**src/include/drpr_pkg.sv**
```systemverilog
// constants for the third-reference profile register bank
package drpr_pkg;
   localparam int ADDR_W = 12;
   localparam int DATA_W = 8;

   // byte addresses of the bank
   localparam logic [11:0] OFS_BW_B0    = 12'h45B;
   localparam logic [11:0] OFS_BW_B1    = 12'h45C;
   localparam logic [11:0] OFS_BW_B2    = 12'h45D;
   localparam logic [11:0] OFS_INT_B0   = 12'h45E;
   localparam logic [11:0] OFS_INT_B1   = 12'h45F;
   localparam logic [11:0] OFS_INT_B2   = 12'h460;
   localparam logic [11:0] OFS_NUM_B0   = 12'h461;
   localparam logic [11:0] OFS_NUM_B1   = 12'h462;
   localparam logic [11:0] OFS_NUM_B2   = 12'h463;
   localparam logic [11:0] OFS_DEN_B0   = 12'h464;
   localparam logic [11:0] OFS_DEN_B1   = 12'h465;
   localparam logic [11:0] OFS_DEN_B2   = 12'h466;
   localparam logic [11:0] OFS_REF_CTRL = 12'h45A;
   localparam logic [11:0] OFS_STATUS   = 12'h467;

   // field positions
   localparam int BW_TOP_BIT     = 0;
   localparam int FILTER_SEL_BIT = 1;
   localparam int REF_EN_BIT     = 0;

   // widths of assembled values
   localparam int BW_W   = 17;
   localparam int INT_W  = 18;
   localparam int FRAC_W = 24;

   // reset values
   localparam logic [7:0] RST_BYTE     = 8'h00;
   localparam logic [7:0] RST_REF_CTRL = 8'h00;
   localparam logic [7:0] READ_UNMAPPED = 8'h00;

   // bandwidth count unit, in tenths of a hertz
   localparam int BW_UNIT_DHZ = 1;
endpackage

```
**src/rtl/drpr_byte_reg.sv**
```systemverilog
// one byte-wide storage register with write mask and reset
`timescale 1ns/1ps
module drpr_byte_reg #(
   parameter logic [7:0] WR_MASK  = 8'hFF,
   parameter logic [7:0] RST_VAL  = 8'h00
) (
   // clock and reset
   input  wire logic       core_clk,
   input  wire logic       rst,
   // write side
   input  wire logic       wr_en,
   input  wire logic [7:0] wr_data,
   // stored value
   output logic [7:0]      q
);
   always_ff @(posedge core_clk) begin
      if (rst) begin
         q <= RST_VAL;
      end else if (wr_en) begin
         // reserved bits stay zero
         q <= wr_data & WR_MASK;
      end
   end
endmodule

```
**src/rtl/drpr_regs.sv**
```systemverilog
// third-reference profile register bank for the first digital loop
//
// Contract
// - 17-bit bandwidth from three bytes, 0.1 Hz units
// - bandwidth bytes reset to zero
// - bit 1 of third byte selects filter
// - 18-bit integer divider stored minus one
// - integer divider bytes reset to zero
// - 24-bit numerator, low byte lowest address
// - 24-bit denominator, low byte lowest address
// - profile applied only when reference enabled
`timescale 1ns/1ps
module drpr_regs
   import drpr_pkg::*;
(
   // clock and reset
   input  wire logic                          core_clk,
   input  wire logic                          rst,
   // register port
   input  wire logic [drpr_pkg::ADDR_W-1:0]   reg_addr,
   input  wire logic [drpr_pkg::DATA_W-1:0]   reg_wdata,
   input  wire logic                          reg_wr,
   input  wire logic                          reg_rd,
   output logic [drpr_pkg::DATA_W-1:0]        reg_rdata,
   // profile to the loop core
   output logic                               profile_active,
   output logic [drpr_pkg::BW_W-1:0]          loop_bw_scale,
   output logic                               high_margin_filter,
   output logic [drpr_pkg::INT_W-1:0]         integer_feedback_count,
   output logic [drpr_pkg::INT_W:0]           int_divide_ratio,
   output logic [drpr_pkg::FRAC_W-1:0]        fractional_numerator,
   output logic [drpr_pkg::FRAC_W-1:0]        fractional_denominator,
   output logic                               frac_in_use
);
   import drpr_pkg::*;

   localparam int NREG = 13;

   // byte order of the bank: 12 profile bytes then the enable byte
   localparam logic [NREG*12-1:0] ADDR_TABLE = {
      OFS_REF_CTRL,
      OFS_DEN_B2, OFS_DEN_B1, OFS_DEN_B0,
      OFS_NUM_B2, OFS_NUM_B1, OFS_NUM_B0,
      OFS_INT_B2, OFS_INT_B1, OFS_INT_B0,
      OFS_BW_B2,  OFS_BW_B1,  OFS_BW_B0
   };

   // writable bits per byte; the rest are reserved and read zero
   localparam logic [NREG*8-1:0] MASK_TABLE = {
      8'h01,
      8'hFF, 8'hFF, 8'hFF,
      8'hFF, 8'hFF, 8'hFF,
      8'h03, 8'hFF, 8'hFF,
      8'h03, 8'hFF, 8'hFF
   };

   // address compare and byte lanes are fixed at these widths
   if (ADDR_W < 12 || DATA_W != 8) begin : g_bad_width
      $error("drpr_regs: bank needs 12-bit address and 8-bit data");
   end

   logic [NREG-1:0]   hit;
   logic [NREG-1:0]   wr_sel;
   logic [NREG*8-1:0] q_flat;
   logic [7:0]        q [NREG];

   genvar gi;
   generate
      for (gi = 0; gi < NREG; gi++) begin : g_byte
         assign hit[gi]    = (reg_addr[11:0] == ADDR_TABLE[gi*12 +: 12]);
         assign wr_sel[gi] = reg_wr & hit[gi];
         // profile bytes and the enable all come out of reset at zero
         drpr_byte_reg #(
            .WR_MASK (MASK_TABLE[gi*8 +: 8]),
            .RST_VAL ((gi == NREG-1) ? RST_REF_CTRL : RST_BYTE)
         ) u_byte (
            .core_clk (core_clk),
            .rst      (rst),
            .wr_en    (wr_sel[gi]),
            .wr_data  (reg_wdata),
            .q        (q[gi])
         );
         assign q_flat[gi*8 +: 8] = q[gi];
      end
   endgenerate

   // field assembly
   wire logic [BW_W-1:0]   bw_word;
   wire logic              filt_sel;
   wire logic [INT_W-1:0]  int_word;
   wire logic [FRAC_W-1:0] num_word;
   wire logic [FRAC_W-1:0] den_word;
   wire logic              ref_enable;

   assign bw_word    = {q[2][BW_TOP_BIT], q[1], q[0]};
   assign filt_sel   = q[2][FILTER_SEL_BIT];
   assign int_word   = {q[5][1:0], q[4], q[3]};
   assign num_word   = {q[8], q[7], q[6]};
   assign den_word   = {q[11], q[10], q[9]};
   assign ref_enable = q[12][REF_EN_BIT];

   // stored value is ratio minus one, so the true ratio needs one more bit
   wire logic [INT_W:0]    ratio_word;
   wire logic              den_nonzero;
   assign ratio_word  = {1'b0, int_word} + {{INT_W{1'b0}}, 1'b1};
   assign den_nonzero = (den_word != '0);

   // read decode
   wire logic              status_hit;
   wire logic [7:0]        status_byte;
   logic [7:0]             bank_rd;
   assign status_hit  = (reg_addr[11:0] == OFS_STATUS);
   assign status_byte = {5'h00, den_nonzero, filt_sel, profile_active};

   always_comb begin
      bank_rd = READ_UNMAPPED;
      for (int i = 0; i < NREG; i++) begin
         if (hit[i]) begin
            bank_rd = q_flat[i*8 +: 8];
         end
      end
      if (status_hit) begin
         bank_rd = status_byte;
      end
   end

   // read data stand only in the cycle after the strobe
   always_ff @(posedge core_clk) begin
      if (rst) begin
         reg_rdata <= READ_UNMAPPED;
      end else if (reg_rd) begin
         reg_rdata <= bank_rd;
      end else begin
         reg_rdata <= READ_UNMAPPED;
      end
   end

   // outputs are registered; a disabled reference presents a zero profile
   // so the loop sees nothing while disabled; bytes written while enabled reach it one at a time
   always_ff @(posedge core_clk) begin
      if (rst) begin
         profile_active         <= 1'b0;
         loop_bw_scale          <= '0;
         high_margin_filter     <= 1'b0;
         integer_feedback_count <= '0;
         int_divide_ratio       <= '0;
         fractional_numerator   <= '0;
         fractional_denominator <= '0;
         frac_in_use            <= 1'b0;
      end else if (ref_enable) begin
         profile_active         <= 1'b1;
         loop_bw_scale          <= bw_word;
         high_margin_filter     <= filt_sel;
         integer_feedback_count <= int_word;
         int_divide_ratio       <= ratio_word;
         fractional_numerator   <= den_nonzero ? num_word : '0;
         fractional_denominator <= den_word;
         frac_in_use            <= den_nonzero;
      end else begin
         profile_active         <= 1'b0;
         loop_bw_scale          <= '0;
         high_margin_filter     <= 1'b0;
         integer_feedback_count <= '0;
         int_divide_ratio       <= '0;
         fractional_numerator   <= '0;
         fractional_denominator <= '0;
         frac_in_use            <= 1'b0;
      end
   end
endmodule

```
**config.mk**
```make
export PLATFORM = sky130hd
export DESIGN_NAME = drpr_regs
export DESIGN_NICKNAME = d
export VERILOG_FILES = /design/src/include/drpr_pkg.sv /design/src/rtl/drpr_byte_reg.sv /design/src/rtl/drpr_regs.sv
export SDC_FILE = /design/constraint.sdc
export NUM_CORES = 1
export LEC_CHECK = 0
export ABC_AREA = 1
export BUFFER_PORTS_ARGS = -buffer_cell sky130_fd_sc_hd__buf_2
export CORE_ASPECT_RATIO = 1.4
export CORE_MARGIN = 3
export CORE_UTILIZATION = 50
export DETAILED_ROUTE_END_ITERATION = 8
export GPL_ROUTABILITY_DRIVEN = 0
export GPL_TIMING_DRIVEN = 1
export MAX_ROUTING_LAYER = met4
export PLACE_DENSITY = 0.75
export SYNTH_ARGS = -nofsm -noshare
export SYNTH_HDL_FRONTEND = slang
export SYNTH_SLANG_ARGS = --single-unit
```
**constraint.sdc**
```tcl
create_clock -name core_clk -period 2.1 [get_ports core_clk]
set_clock_uncertainty 0.1 [all_clocks]
set_input_delay 0.21 -clock core_clk [delete_from_list [all_inputs] [get_ports core_clk]]
set_output_delay 0.21 -clock core_clk [all_outputs]
set_load 0.02 [all_outputs]
```
== Word-level counts from Yosys, hierarchy flattened ==
Cells that the tools add are included.
Widths: inputs -> output; s select.
Word-level totals
  logic and storage cells: 74
  input port bits: 24
  output and inout bits: 113
  register bits: 198
Operators by class
  bitwise logic cells: 16
  reductions and logical operators: 5
  add/sub/neg operators: 1
  eq/ne operators: 14
  muxes and demuxes: 15
Operators with widths (count)
  $eq 12x11->1 const B: 14
  $mux 8: 13
  $reduce_bool 24->1: 1
  $add 18x1->19 const B: 1
  $and 1x1->1: 13
  $reduce_or 3->1: 2
  $reduce_or 2->1: 2
  $mux 3: 1
  $not 1->1: 3
  $mux 1: 1

== Depth between registers and ports, before layout ==
Gate-level depths: netlist of run 1.
  depth after elaboration: 15
  gate-level depth with buffers: 22
  gate-level depth less buffers: 21

== By module ==
From an unflattened synthesis of run 1, not the netlist that was laid out.
Second synthesis, totals
  cell total of the unflattened synthesis: 1225
  area, all modules: 8463.1 sq um
Modules (own cells, without submodules)
  drpr_regs: cells each 660, times used 1, area each 4685.7 sq um, sequential area each 2262.2 sq um
  drpr_byte_reg at g_byte[0].u_byte ...: cells each 51, times used 10, area each 341.6 sq um, sequential area each 160.2 sq um
  drpr_byte_reg at g_byte[2].u_byte ...: cells each 20, times used 2, area each 130.1 sq um, sequential area each 40.0 sq um
  drpr_byte_reg at g_byte[12].u_byte: cells each 15, times used 1, area each 101.3 sq um, sequential area each 20.0 sq um

== Worst setup path after synthesis of run 1 ==
OpenSTA, ideal clock, no wires.
  kind: reg-to-reg
  start point: reg g_byte[3].u_byte.q[0]
  end point: reg int_divide_ratio[16] (netlist name)
  setup slack: 0.101 ns
  required time: 1.880 ns
  arrival time: 1.779 ns
  clock period less this slack: 1.999 ns
  path buffers: 0
  setup time: 0.120 ns
  cell stages (with the launch flop): 15
  cells stage by stage: dfxtp_1 -> ha_1 -> nand2_1 -> nor2_2 -> nand3_2 -> nor3_2 -> nand2_1 -> nor2_1 -> inv_2 -> nor3_2 -> inv_2 -> nor3_2 -> nand3_1 -> o21ai_1 -> a21oi_1
Between the ends
  cells in the longest elaborated chain, start to end: 1
RTL lines
  start: declaration: line drpr_byte_reg.sv:14  | output logic [7:0] q
  start signal: assignment: line drpr_byte_reg.sv:21  | q <= wr_data & WR_MASK;
  $add 18x1->19: line drpr_regs.sv:105  | assign ratio_word = {1'b0, int_word} + {{INT_W{1'b0}}, 1'b1};
  end signal: assignment: line drpr_regs.sv:155  | int_divide_ratio <= ratio_word;
  end: declaration: line drpr_regs.sv:30  | output logic [drpr_pkg::INT_W:0] int_divide_ratio,
Every way passes these cells.
A chain may end at the register's enable or synchronous reset.

== Final worst setup path of run 1 ==
Same ends and word-level chain as after synthesis.

==> run metrics, run 1 <==
fin crit period 2070 ps; Tightest Pin Transition 631 ps; total global routing overflow 0; Worst setup SP type register; ANT nets after route 0; die height around 150 um; CP Class register to register; vias in the first global route between 6000 and 7000; CTS Root Cell clkbuf_16; first-pass GRT wire length 31.4 mm; Die Wd 109 um; routed vias 6699; CTS tree yes; max-slew violation count 0; Arr. time, crit path between 2000 and 2500 ps; synth unique cells 42; Hold WC Path Type primary input to register; Core Box Area 0.0142 mm2; Synth area leader dfxtp_1; Num CTS Buffers 17; 1st-iter DRT viols 515; Post-Synthesis Cell Area 0.00738 mm2; Longest Clk Path Bufs 2; list of most frequent post-synthesis cells 198 x dfxtp_1, 122 x o21ai_0, 121 x inv_1, 121 x nor2_1, 113 x a21oi_1; Syn Area/Cell ~8.2 um2; power per standard cell area around 800 mW/mm2; site row count 51; die area 0.0163 mm2; GR Util All Layers 0.260; endpoints failing setup 0; Leak 3.88 nW; PortBufs 136; I/O pins 137; cells on worst reg2reg path 14; Cell Chain, Critical Path ha_2 -> nand2_2 -> nor2_2 -> nand3_2 -> nor3_2 -> nand2_1 -> nor2_2 -> inv_2 -> nor3_4 -> inv_2 -> nor3_2 -> nand3_2 -> o21ai_2 -> a21oi_1; Synth Register Bits just under 200; Seq/Total Area, Yosys 0.537; Worst setup EP type register; Layout Utilization 0.652; DRT Wirelength roughly 20 mm; final worst-path cycle share 0.984; worst vdd ir 497 uV; EDFF count, synth 0; status completed; share of cells above drive strength 1 0.260; RSZ-0062 raised after global routing yes; Worst-path clk slew 70 ps; htree depth 4; total power 7.42 mW; Cells after Synth 901; CP max stage delay roughly 330 ps; Via-to-Cell Ratio 5.26; Total Nets Final 1100; count leader, synth dfxtp_1; hold_sp reg_wdata[2]; ys async rst share 0; crit-path max FO 3; Ys Warns 0; drt drc 0; initial core utilization 0.521; HPWL Detailed 14.1 mm; clock sink count 198; wire per inst 16.0 um; initial antenna violation count 1; hold endpoint g_byte[1].u_byte.q[2]; CP Data Required Time roughly 2300 ps; Top FF cell, synth dfxtp_1; Area contributors post-synth dfxtp_1 54%, o21ai_0 8.3%, a21oi_1 7.7%; drt first pass iters 6; area grow syn2layout 25.1%; RR Endpoint int_divide_ratio[16]; Hold Path Stages 3; final hold viol count 0; Synth top area share 0.537; FF-to-FF Start g_byte[3].u_byte.q[0]; Max-Slew Margin vs Limit 0.579; # Max-Cap Violations 0; Critical Path Slowest Stage Cell dfxtp_2; internal reg-to-reg setup slack 30 ps; largest net degree at the start of global routing between 70 and 80; Synthesized Nets 926; worst-skew pair later-pin latency about 440 ps; f_max 484 MHz
==> layout by cell type, fill, tap and decap left out, drive strengths merged <==
cell type    Yosys  final
o311ai           1      1
diode            0      1
a31oi            2      2
nor4             7      7
o21bai           1      1
o21a             1      1
ha               1      1
clkinv           7     10
nand3           19     19
nand3b           1      1
buf             15    183
dfxtp          198    198
o22ai            1      1
o21ai          131    131
a21oi          115    115
o2111ai          3      3
nand4           11     11
o221ai           4      4
xor2             2      2
nand2           66     66
clkbuf          20     18
dlygate4sd3      0      7
clkinvlp         0      3
nor3            16     16
o32ai            5      5
inv            135    140
nor2           139    139
bufinv           0      3
==> worst max path at each step <==
stage / endpoint / cells past startpoint / slack [ps] / startpoint
6_report: int_divide_ratio[16] / 14 / 30 / g_byte[3].u_byte.q[0]
4_1_cts: int_divide_ratio[16] / 14 / 10 / g_byte[3].u_byte.q[1]
5_1_grt: int_divide_ratio[17] / 11 / -150 / g_byte[3].u_byte.q[0]
2_1_floorplan: int_divide_ratio[16] / 14 / 100 / g_byte[3].u_byte.q[0]
3_5_place_dp: reg_rdata[3] / 12 / -110 / reg_addr[7]
3_3_place_gp: reg_rdata[1] / 19 / -70 / reg_addr[7]
==> where the power goes <==
group,switching [mW],internal [mW],total [mW]
registers,0.000278,3.75,3.75
logic,0.138,0.0575,0.195
clock network,1.53,1.94,3.47
total,1.67,5.75,7.42
==> registers in the layout, indices dropped and copies added (netlist names) <==
signal and count:
g_byte.u_byte.q 85, profile_active 1, high_margin_filter 1, integer_feedback_count 18
frac_in_use 1, loop_bw_scale 17, int_divide_ratio 19, fractional_numerator 24
reg_rdata 8, fractional_denominator 24
==> stage by stage <==
stage | setup WS (ps) | cell area, um2 | instances | hold WS [ps] | setup TNS (ps)
after floorplan | 101 | 7380 | 901 | 256 | 0
after global placement | -69.1 | 8470 | 1232 | 348 | -187
after detailed placement | -105 | 8470 | 1232 | 343 | -492
after CTS | 9.92 | 9170 | 1271 | 1.43 | 0
after global routing | -155 | 9230 | 1274 | 15.6 | -408
final | 33.3 | 9230 | 1274 | 2.21 | 0
==> area by class of cell <==
class	count	area, um2
diodes	1	2.50
clock buffers	18	439
clock inverters	14	190
fillers	1222	4930
inverters	142	533
multi-input cells	526	2770
flip-flops and latches	198	3970
well taps	185	231
repair buffers	190	1100
==> critical path: cells and delay by family, from the launching register on <==
kind                       cells  cell delay [ps]
AOI/OAI and AO/OA              2              170
adders and majority gates      1              180
buffers and inverters          2              140
DFF                            1              330
and+or+nand+nor                9             1020
==> what timing repair did <==
action                                  4_1_cts  5_1_grt
buffers inserted                              0        2
hold buffers                                  7        0
endpoints found under the hold margin         7        0
endpoints found under the setup margin        0        3
resized for setup                             0       13
==> routing by layer <==
layer	wire, um	part of all wire	global-route usage
met3	1310	0.064	0.0350
met5	0	0	-
met4	901	0.044	0.142
met2	10300	0.51	0.432
met1	7800	0.38	0.303
==> cells by family (layout without fill, tap and decap cells) <==
logic type | Yosys count | in the layout | synth area share
AOI/OAI and AO/OA | 264 | 264 | 0.189
and+or+nand+nor | 259 | 259 | 0.175
DFF | 198 | 198 | 0.537
buffers and inverters | 177 | 364 | 0.0943
xor gates and xnor gates | 2 | 2 | 0.00237
adders and majority gates | 1 | 1 | 0.00169
other | 0 | 1 | 0
Power figures use the tool's default switching activity.
==> inputs of run 2 (changes only) <==
--- a/config.mk
+++ b/config.mk
@@ -7,9 +7,11 @@
 export LEC_CHECK = 0
 export ABC_AREA = 1
 export BUFFER_PORTS_ARGS = -buffer_cell sky130_fd_sc_hd__buf_2
+export CELL_PAD_IN_SITES_DETAIL_PLACEMENT = 1
+export CELL_PAD_IN_SITES_GLOBAL_PLACEMENT = 1
 export CORE_ASPECT_RATIO = 1.4
 export CORE_MARGIN = 3
-export CORE_UTILIZATION = 50
+export CORE_UTILIZATION = 37
 export DETAILED_ROUTE_END_ITERATION = 8
 export GPL_ROUTABILITY_DRIVEN = 0
 export GPL_TIMING_DRIVEN = 1
==> run metrics, run 2 (synthesized netlist as in run 1, its figures left out) <==
Comb power frac 0.031 (+0.005); die area 0.0217 mm2 (+33%); f_max 472 MHz (-2.5%); RR Endpoint int_divide_ratio[16]; Worst-path clk slew 70 ps (about the same); clock sink count 198 (unchanged); number of fill cells 2359 (+93%); I/O pins 137 (unchanged); setup tns final -20.2 ps (-20.2 ps); FF-to-FF Start g_byte[3].u_byte.q[1]; Num CTS Buffers 17 (unchanged); htree depth 4 (unchanged); ant diodes 0 (-1); crit path to int_divide_ratio[16]; DRT Wirelength 23.8 mm (+17%); vias in the first global route 7108 (+14%); max reg flops 85 (unchanged); Tightest Pin Transition 683 ps (+51.5 ps); endpoints failing setup 1 (+1); Multi-input gate area 0.00278 mm2 (+0.32%); Arr. time, crit path 2340 ps (+50 ps); drt first pass iters 5 (-1); GR Util All Layers 0.229 (-0.0312); site row count 60 (+18%); wire per inst 17.5 um (+10%); # Max-Cap Violations 0 (unchanged); share of cells above drive strength 1 0.266 (+0.00547); CP Class register to register; CTS tree yes; die height 173 um (+16%); cells on worst reg2reg path 14 (unchanged); fin area 0.00943 mm2 (+2.1%); Biggest register g_byte.u_byte.q; first-pass GRT wire length 37.9 mm (+21%); Max-Slew Margin vs Limit 0.544 (-0.0344); switching share of power 0.218 (-0.00636); power per standard cell area 753 mW/mm2 (-6.2%); Core Box Area 0.0194 mm2 (+37%); failing checks setup timing; area grow syn2layout 27.8%; Leak 3.98 nW (+2.8%); Worst setup EP type register; CP Data Required Time 2320 ps (about the same); switching power 1.55 mW (-7.0%); initial core utilization 0.380 (-0.141); HPWL Detailed 16.9 mm (+20%); Reg area 0.00397 mm2 (about the same); placed cell areas 0.00872 mm2 (+3.0%); PortBufs 136 (unchanged); fin crit period 2120 ps (+53.4 ps); 1st-iter DRT viols 322 (-37%); sequential share of power 0.528 (+0.022); Worst setup SP type register; Clk pwr share 0.441 (-0.027); Hold WC Path Type primary input to register; CP Launch Point g_byte[3].u_byte.q[1]; RSZ-0062 raised after global routing yes; internal reg-to-reg setup slack -20 ps (-50 ps); ANT nets after route 0 (unchanged); drt drc 0 (unchanged); Pint 5.55 mW (-3.5%); Layout Utilization 0.485 (-0.167); largest net degree at the start of global routing 85 (+15%); Via-to-Cell Ratio 4.97 (-5.6%); Die Wd 125 um (+15%); most frequent cells in the layout 196 x dfxtp_1, 136 x buf_2, 122 x o21ai_0; Total Nets Final 1120 (+1.8%); crit-path max FO 3 (unchanged); worst vdd ir 503 uV (+1.1%); routed vias 6729 (+0.45%); CTS Root Cell clkbuf_16; max-slew violation count 0 (unchanged); Longest Clk Path Bufs 2 (unchanged); largest registers g_byte.u_byte.q: 85 flops, fractional_denominator: 24 flops, fractional_numerator: 24 flops; initial antenna violation count 0 (-1); status complete, but fails checks; total global routing overflow 0 (unchanged); Post-Layout Cell Count 1355 (+6.4%); fin worst setup slack -20.2 ps (-53.4 ps); leading cell type in the layout, fill and taps excluded dfxtp_1; Hold Path Stages 3 (unchanged); final hold viol count 0 (unchanged); dpl cells 1313 (+6.6%); worst-skew pair later-pin latency 430 ps (about the same); final worst-path cycle share 1.01 (+0.0254)
## run 2: what timing repair did
| item | in CTS | in global routing |
|---|---|---|
| cloned | 0 | 0 |
| endpoints found under the hold margin | 7 | 0 |
| buffers inserted | 0 | 4 |
| pin swaps | 0 | 1 |
| resized for setup | 5 | 7 |
| hold buffers | 7 | 0 |
| setup endpoints to repair | 3 | 5 |
## run 2: cell type report
type,count,share of cell area
Clock buffer,25,0.0515
Clock inverter,6,0.00730
Inverter,142,0.0565
Multi-Input combinational cell,526,0.294
Sequential cell,198,0.421
Tap cell,248,0.0329
Timing Repair Buffer,210,0.137
## run 2: how the worst min path moves through the flow
stage,from,endpoint,slack (ps)
final,reg_rd,reg_rdata[0],20
after global routing,reg_rd,reg_rdata[2],20
after CTS,reg_rd,reg_rdata[2],9
after detailed placement,g_byte[0].u_byte.q[0],loop_bw_scale[0],350
after global placement,g_byte[4].u_byte.q[1],integer_feedback_count[9],350
after floorplan,reg_wdata[1],g_byte[2].u_byte.q[1],260
## run 2: per-stage QoR
stage          worst slack, ps  power [mW]  hold WS, ps
2_1_floorplan              101        3.93          256
3_3_place_gp              -120        4.04          350
3_5_place_dp              -196        4.05          351
4_1_cts                  -60.7        7.17         9.38
5_1_grt                   -196        7.34         24.0
6_report                 -20.2        7.10         20.9
## run 2: routing by layer
| layer | vias to the layer above | global-route usage | part of all wire |
|---|---|---|---|
| met5 | - | - | 0 |
| met4 | 0 | 0.0904 | 0.034 |
| met3 | 47 | 0.0408 | 0.031 |
| met2 | 139 | 0.412 | 0.55 |
| met1 | 3227 | 0.249 | 0.39 |
| li1 | 3316 | - | - |
## run 2: critical path, cell delays in order, from the launching register on
cell	delay (ps)
dfxtp_2	340
ha_1	170
nand2_1	80
nor2_2	140
nand3_2	100
nor3_2	150
nand2_1	120
nor2_2	130
inv_2	60
nor3_4	110
inv_2	80
nor3_4	140
nand3_2	110
o21ai_1	130
a21oi_1	50
## run 2: power by group through the flow
stage	sequential (mW)	combinational, mW	clock [mW]
finish	3.75	0.218	3.13
global route	3.75	0.235	3.35
CTS	3.75	0.219	3.19
detailed placement	3.84	0.206	0
global placement	3.84	0.204	0
floorplan	3.84	0.0923	0
==> inputs of run 3 (changes only) <==
--- a/config.mk
+++ b/config.mk
@@ -17,6 +17,7 @@
 export GPL_TIMING_DRIVEN = 1
 export MAX_ROUTING_LAYER = met4
 export PLACE_DENSITY = 0.75
+export SKIP_CTS_REPAIR_TIMING = 1
 export SYNTH_ARGS = -nofsm -noshare
 export SYNTH_HDL_FRONTEND = slang
 export SYNTH_SLANG_ARGS = --single-unit
==> run metrics, run 3 (synthesized netlist as in run 1, its figures left out) <==
internal reg-to-reg setup slack -6 ps (about the same); Worst setup SP type register; FF-to-FF Start g_byte[3].u_byte.q[1]; Die Wd 125 um (unchanged); fin worst setup slack -6.21 ps (+13.9 ps); die height 173 um (unchanged); Leak 3.93 nW (-1.3%); hold_sp reg_wdata[4]; initial core utilization 0.380 (unchanged); largest net degree at the start of global routing 85 (unchanged); f_max 475 MHz (+0.66%); RSZ-0062 raised after global routing yes; CTS Root Cell clkbuf_16; Biggest register g_byte.u_byte.q; 1st-iter DRT viols 313 (-2.8%); vias in the first global route 7041 (-0.94%); ant diodes 0 (unchanged); Longest Clk Path Bufs 2 (unchanged); routed vias 6714 (-0.22%); final worst-path cycle share 1.00 (-0.00664); DRT Wirelength 23.6 mm (-0.63%); max reg flops 85 (unchanged); Tightest Pin Transition 688 ps (+5.43 ps); Hold Path Stages 3 (unchanged); max-slew violation count 0 (unchanged); I/O pins 137 (unchanged); most frequent cells in the layout 196 x dfxtp_1, 136 x buf_2, 122 x o21ai_0; site row count 60 (unchanged); Via-to-Cell Ratio 4.98 (+0.37%); HPWL Detailed 16.9 mm (unchanged); dpl cells 1313 (unchanged); drt first pass iters 4 (-1); Layout Utilization 0.481 (-0.00418); final hold viol count 4 (+4); CP max stage delay 340 ps (about the same); # Max-Cap Violations 0 (unchanged); family with the most delay on the worst path simple AND/OR/NAND/NOR gates; initial antenna violation count 0 (unchanged); clock sink count 198 (unchanged); worst-skew pair later-pin latency 440 ps (about the same); CTS tree yes; crit-path max FO 3 (unchanged); ANT nets after route 0 (unchanged); PortBufs 136 (unchanged); power per standard cell area 759 mW/mm2 (+0.75%); WHS -11.8 ps (-32.6 ps); die area 0.0217 mm2 (unchanged); endpoints failing setup 1 (unchanged); Total Nets Final 1112 (-0.71%); Worst setup EP type register; Max-Slew Margin vs Limit 0.541 (-0.00362); setup tns final -6.21 ps (+13.9 ps); leading cell type in the layout, fill and taps excluded dfxtp_1; area grow syn2layout 26.7%; htree depth 4 (unchanged); CP Data Required Time 2320 ps (about the same); number of fill cells 2368 (+0.38%); Critical Path Slowest Stage Cell dfxtp_2; status complete, but fails checks; GR Util All Layers 0.227 (-0.00245); wire per inst 17.5 um (about the same); failing checks hold timing, setup timing; Core Box Area 0.0194 mm2 (unchanged); Hold WC Path Type primary input to register; Worst-path clk slew 70 ps (about the same); drt drc 0 (unchanged); cells on worst reg2reg path 14 (unchanged); Post-Layout Cell Count 1347 (-0.59%); buffer and inverter count on the worst path 2 (unchanged); CP Class register to register; Cell Chain, Critical Path ha_1 -> nand2_1 -> nor2_2 -> nand3_2 -> nor3_2 -> nand2_1 -> nor2_2 -> inv_2 -> nor3_4 -> inv_2 -> nor3_2 -> nand3_2 -> o21ai_1 -> a21oi_1; worst vdd ir 505 uV (+0.40%); RR Endpoint int_divide_ratio[16]; Num CTS Buffers 17 (unchanged); largest registers g_byte.u_byte.q: 85 flops, fractional_denominator: 24 flops, fractional_numerator: 24 flops; Arr. time, crit path 2330 ps (about the same); first-pass GRT wire length 37.6 mm (-1.0%); total global routing overflow 0 (unchanged); share of cells above drive strength 1 0.266 (about the same); total power 7.10 mW (-0.12%); hold endpoint g_byte[1].u_byte.q[4]; fin crit period 2110 ps (-13.9 ps)
## run 3: changes by cell type in the layout (fill, tap and decap cells not counted)
cell,change
nor3_2,+1
nor3_4,-1
dlygate4sd3_1,-6
buf_4,-2
## run 3: layout make-up
| class | instances | area [um2] | area share |
|---|---|---|---|
| clock buffers | 25 | 485 | 0.0519 |
| well taps | 248 | 310 | 0.0332 |
| repair buffers | 202 | 1220 | 0.130 |
| multi-input cells | 526 | 2770 | 0.296 |
| flip-flops and latches | 198 | 3970 | 0.424 |
| inverters | 142 | 533 | 0.0570 |
| clock inverters | 6 | 68.8 | 0.00736 |
## run 3: worst register-to-register path, stage by stage, from the launching register on
cell and delay, ps:
dfxtp_2 340, ha_1 170, nand2_1 80, nor2_2 140
nand3_2 100, nor3_2 150, nand2_1 120, nor2_2 130
inv_2 60, nor3_4 110, inv_2 70, nor3_2 140
nand3_2 110, o21ai_1 130, a21oi_1 50
## run 3: worst max path at each step
stage                          start              endpoint  slack, ps  depth (start not counted)
2_1_floorplan  g_byte[3].u_byte.q[0]  int_divide_ratio[16]        100                         14
3_3_place_gp             reg_addr[7]          reg_rdata[5]       -120                         16
3_5_place_dp             reg_addr[7]          reg_rdata[0]       -200                         24
4_1_cts        g_byte[3].u_byte.q[0]  int_divide_ratio[16]       -110                         14
5_1_grt        g_byte[3].u_byte.q[0]  int_divide_ratio[16]       -190                         14
6_report       g_byte[3].u_byte.q[1]  int_divide_ratio[16]         -6                         14
## run 3: through the flow
stage                     area [um2]  worst slack (ps)
final                           9350             -6.21
after global routing            9350              -189
after CTS                       9280              -113
after detailed placement        8720              -196
after global placement          8720              -120
after floorplan                 7380               101
## run 3: where the power goes
part           total [mW]  switching, mW  internal (mW)
registers            3.75       0.000284           3.75
logic               0.211          0.150         0.0612
clock network        3.13           1.40           1.73
total                7.10           1.55           5.55
## run 3: layer usage
layer	global-route usage	wire, um	up-vias
li1	-	-	3301
met1	0.246	9330	3226
met2	0.408	12800	145
met3	0.0405	709	42
met4	0.0886	770	0
met5	-	0	-
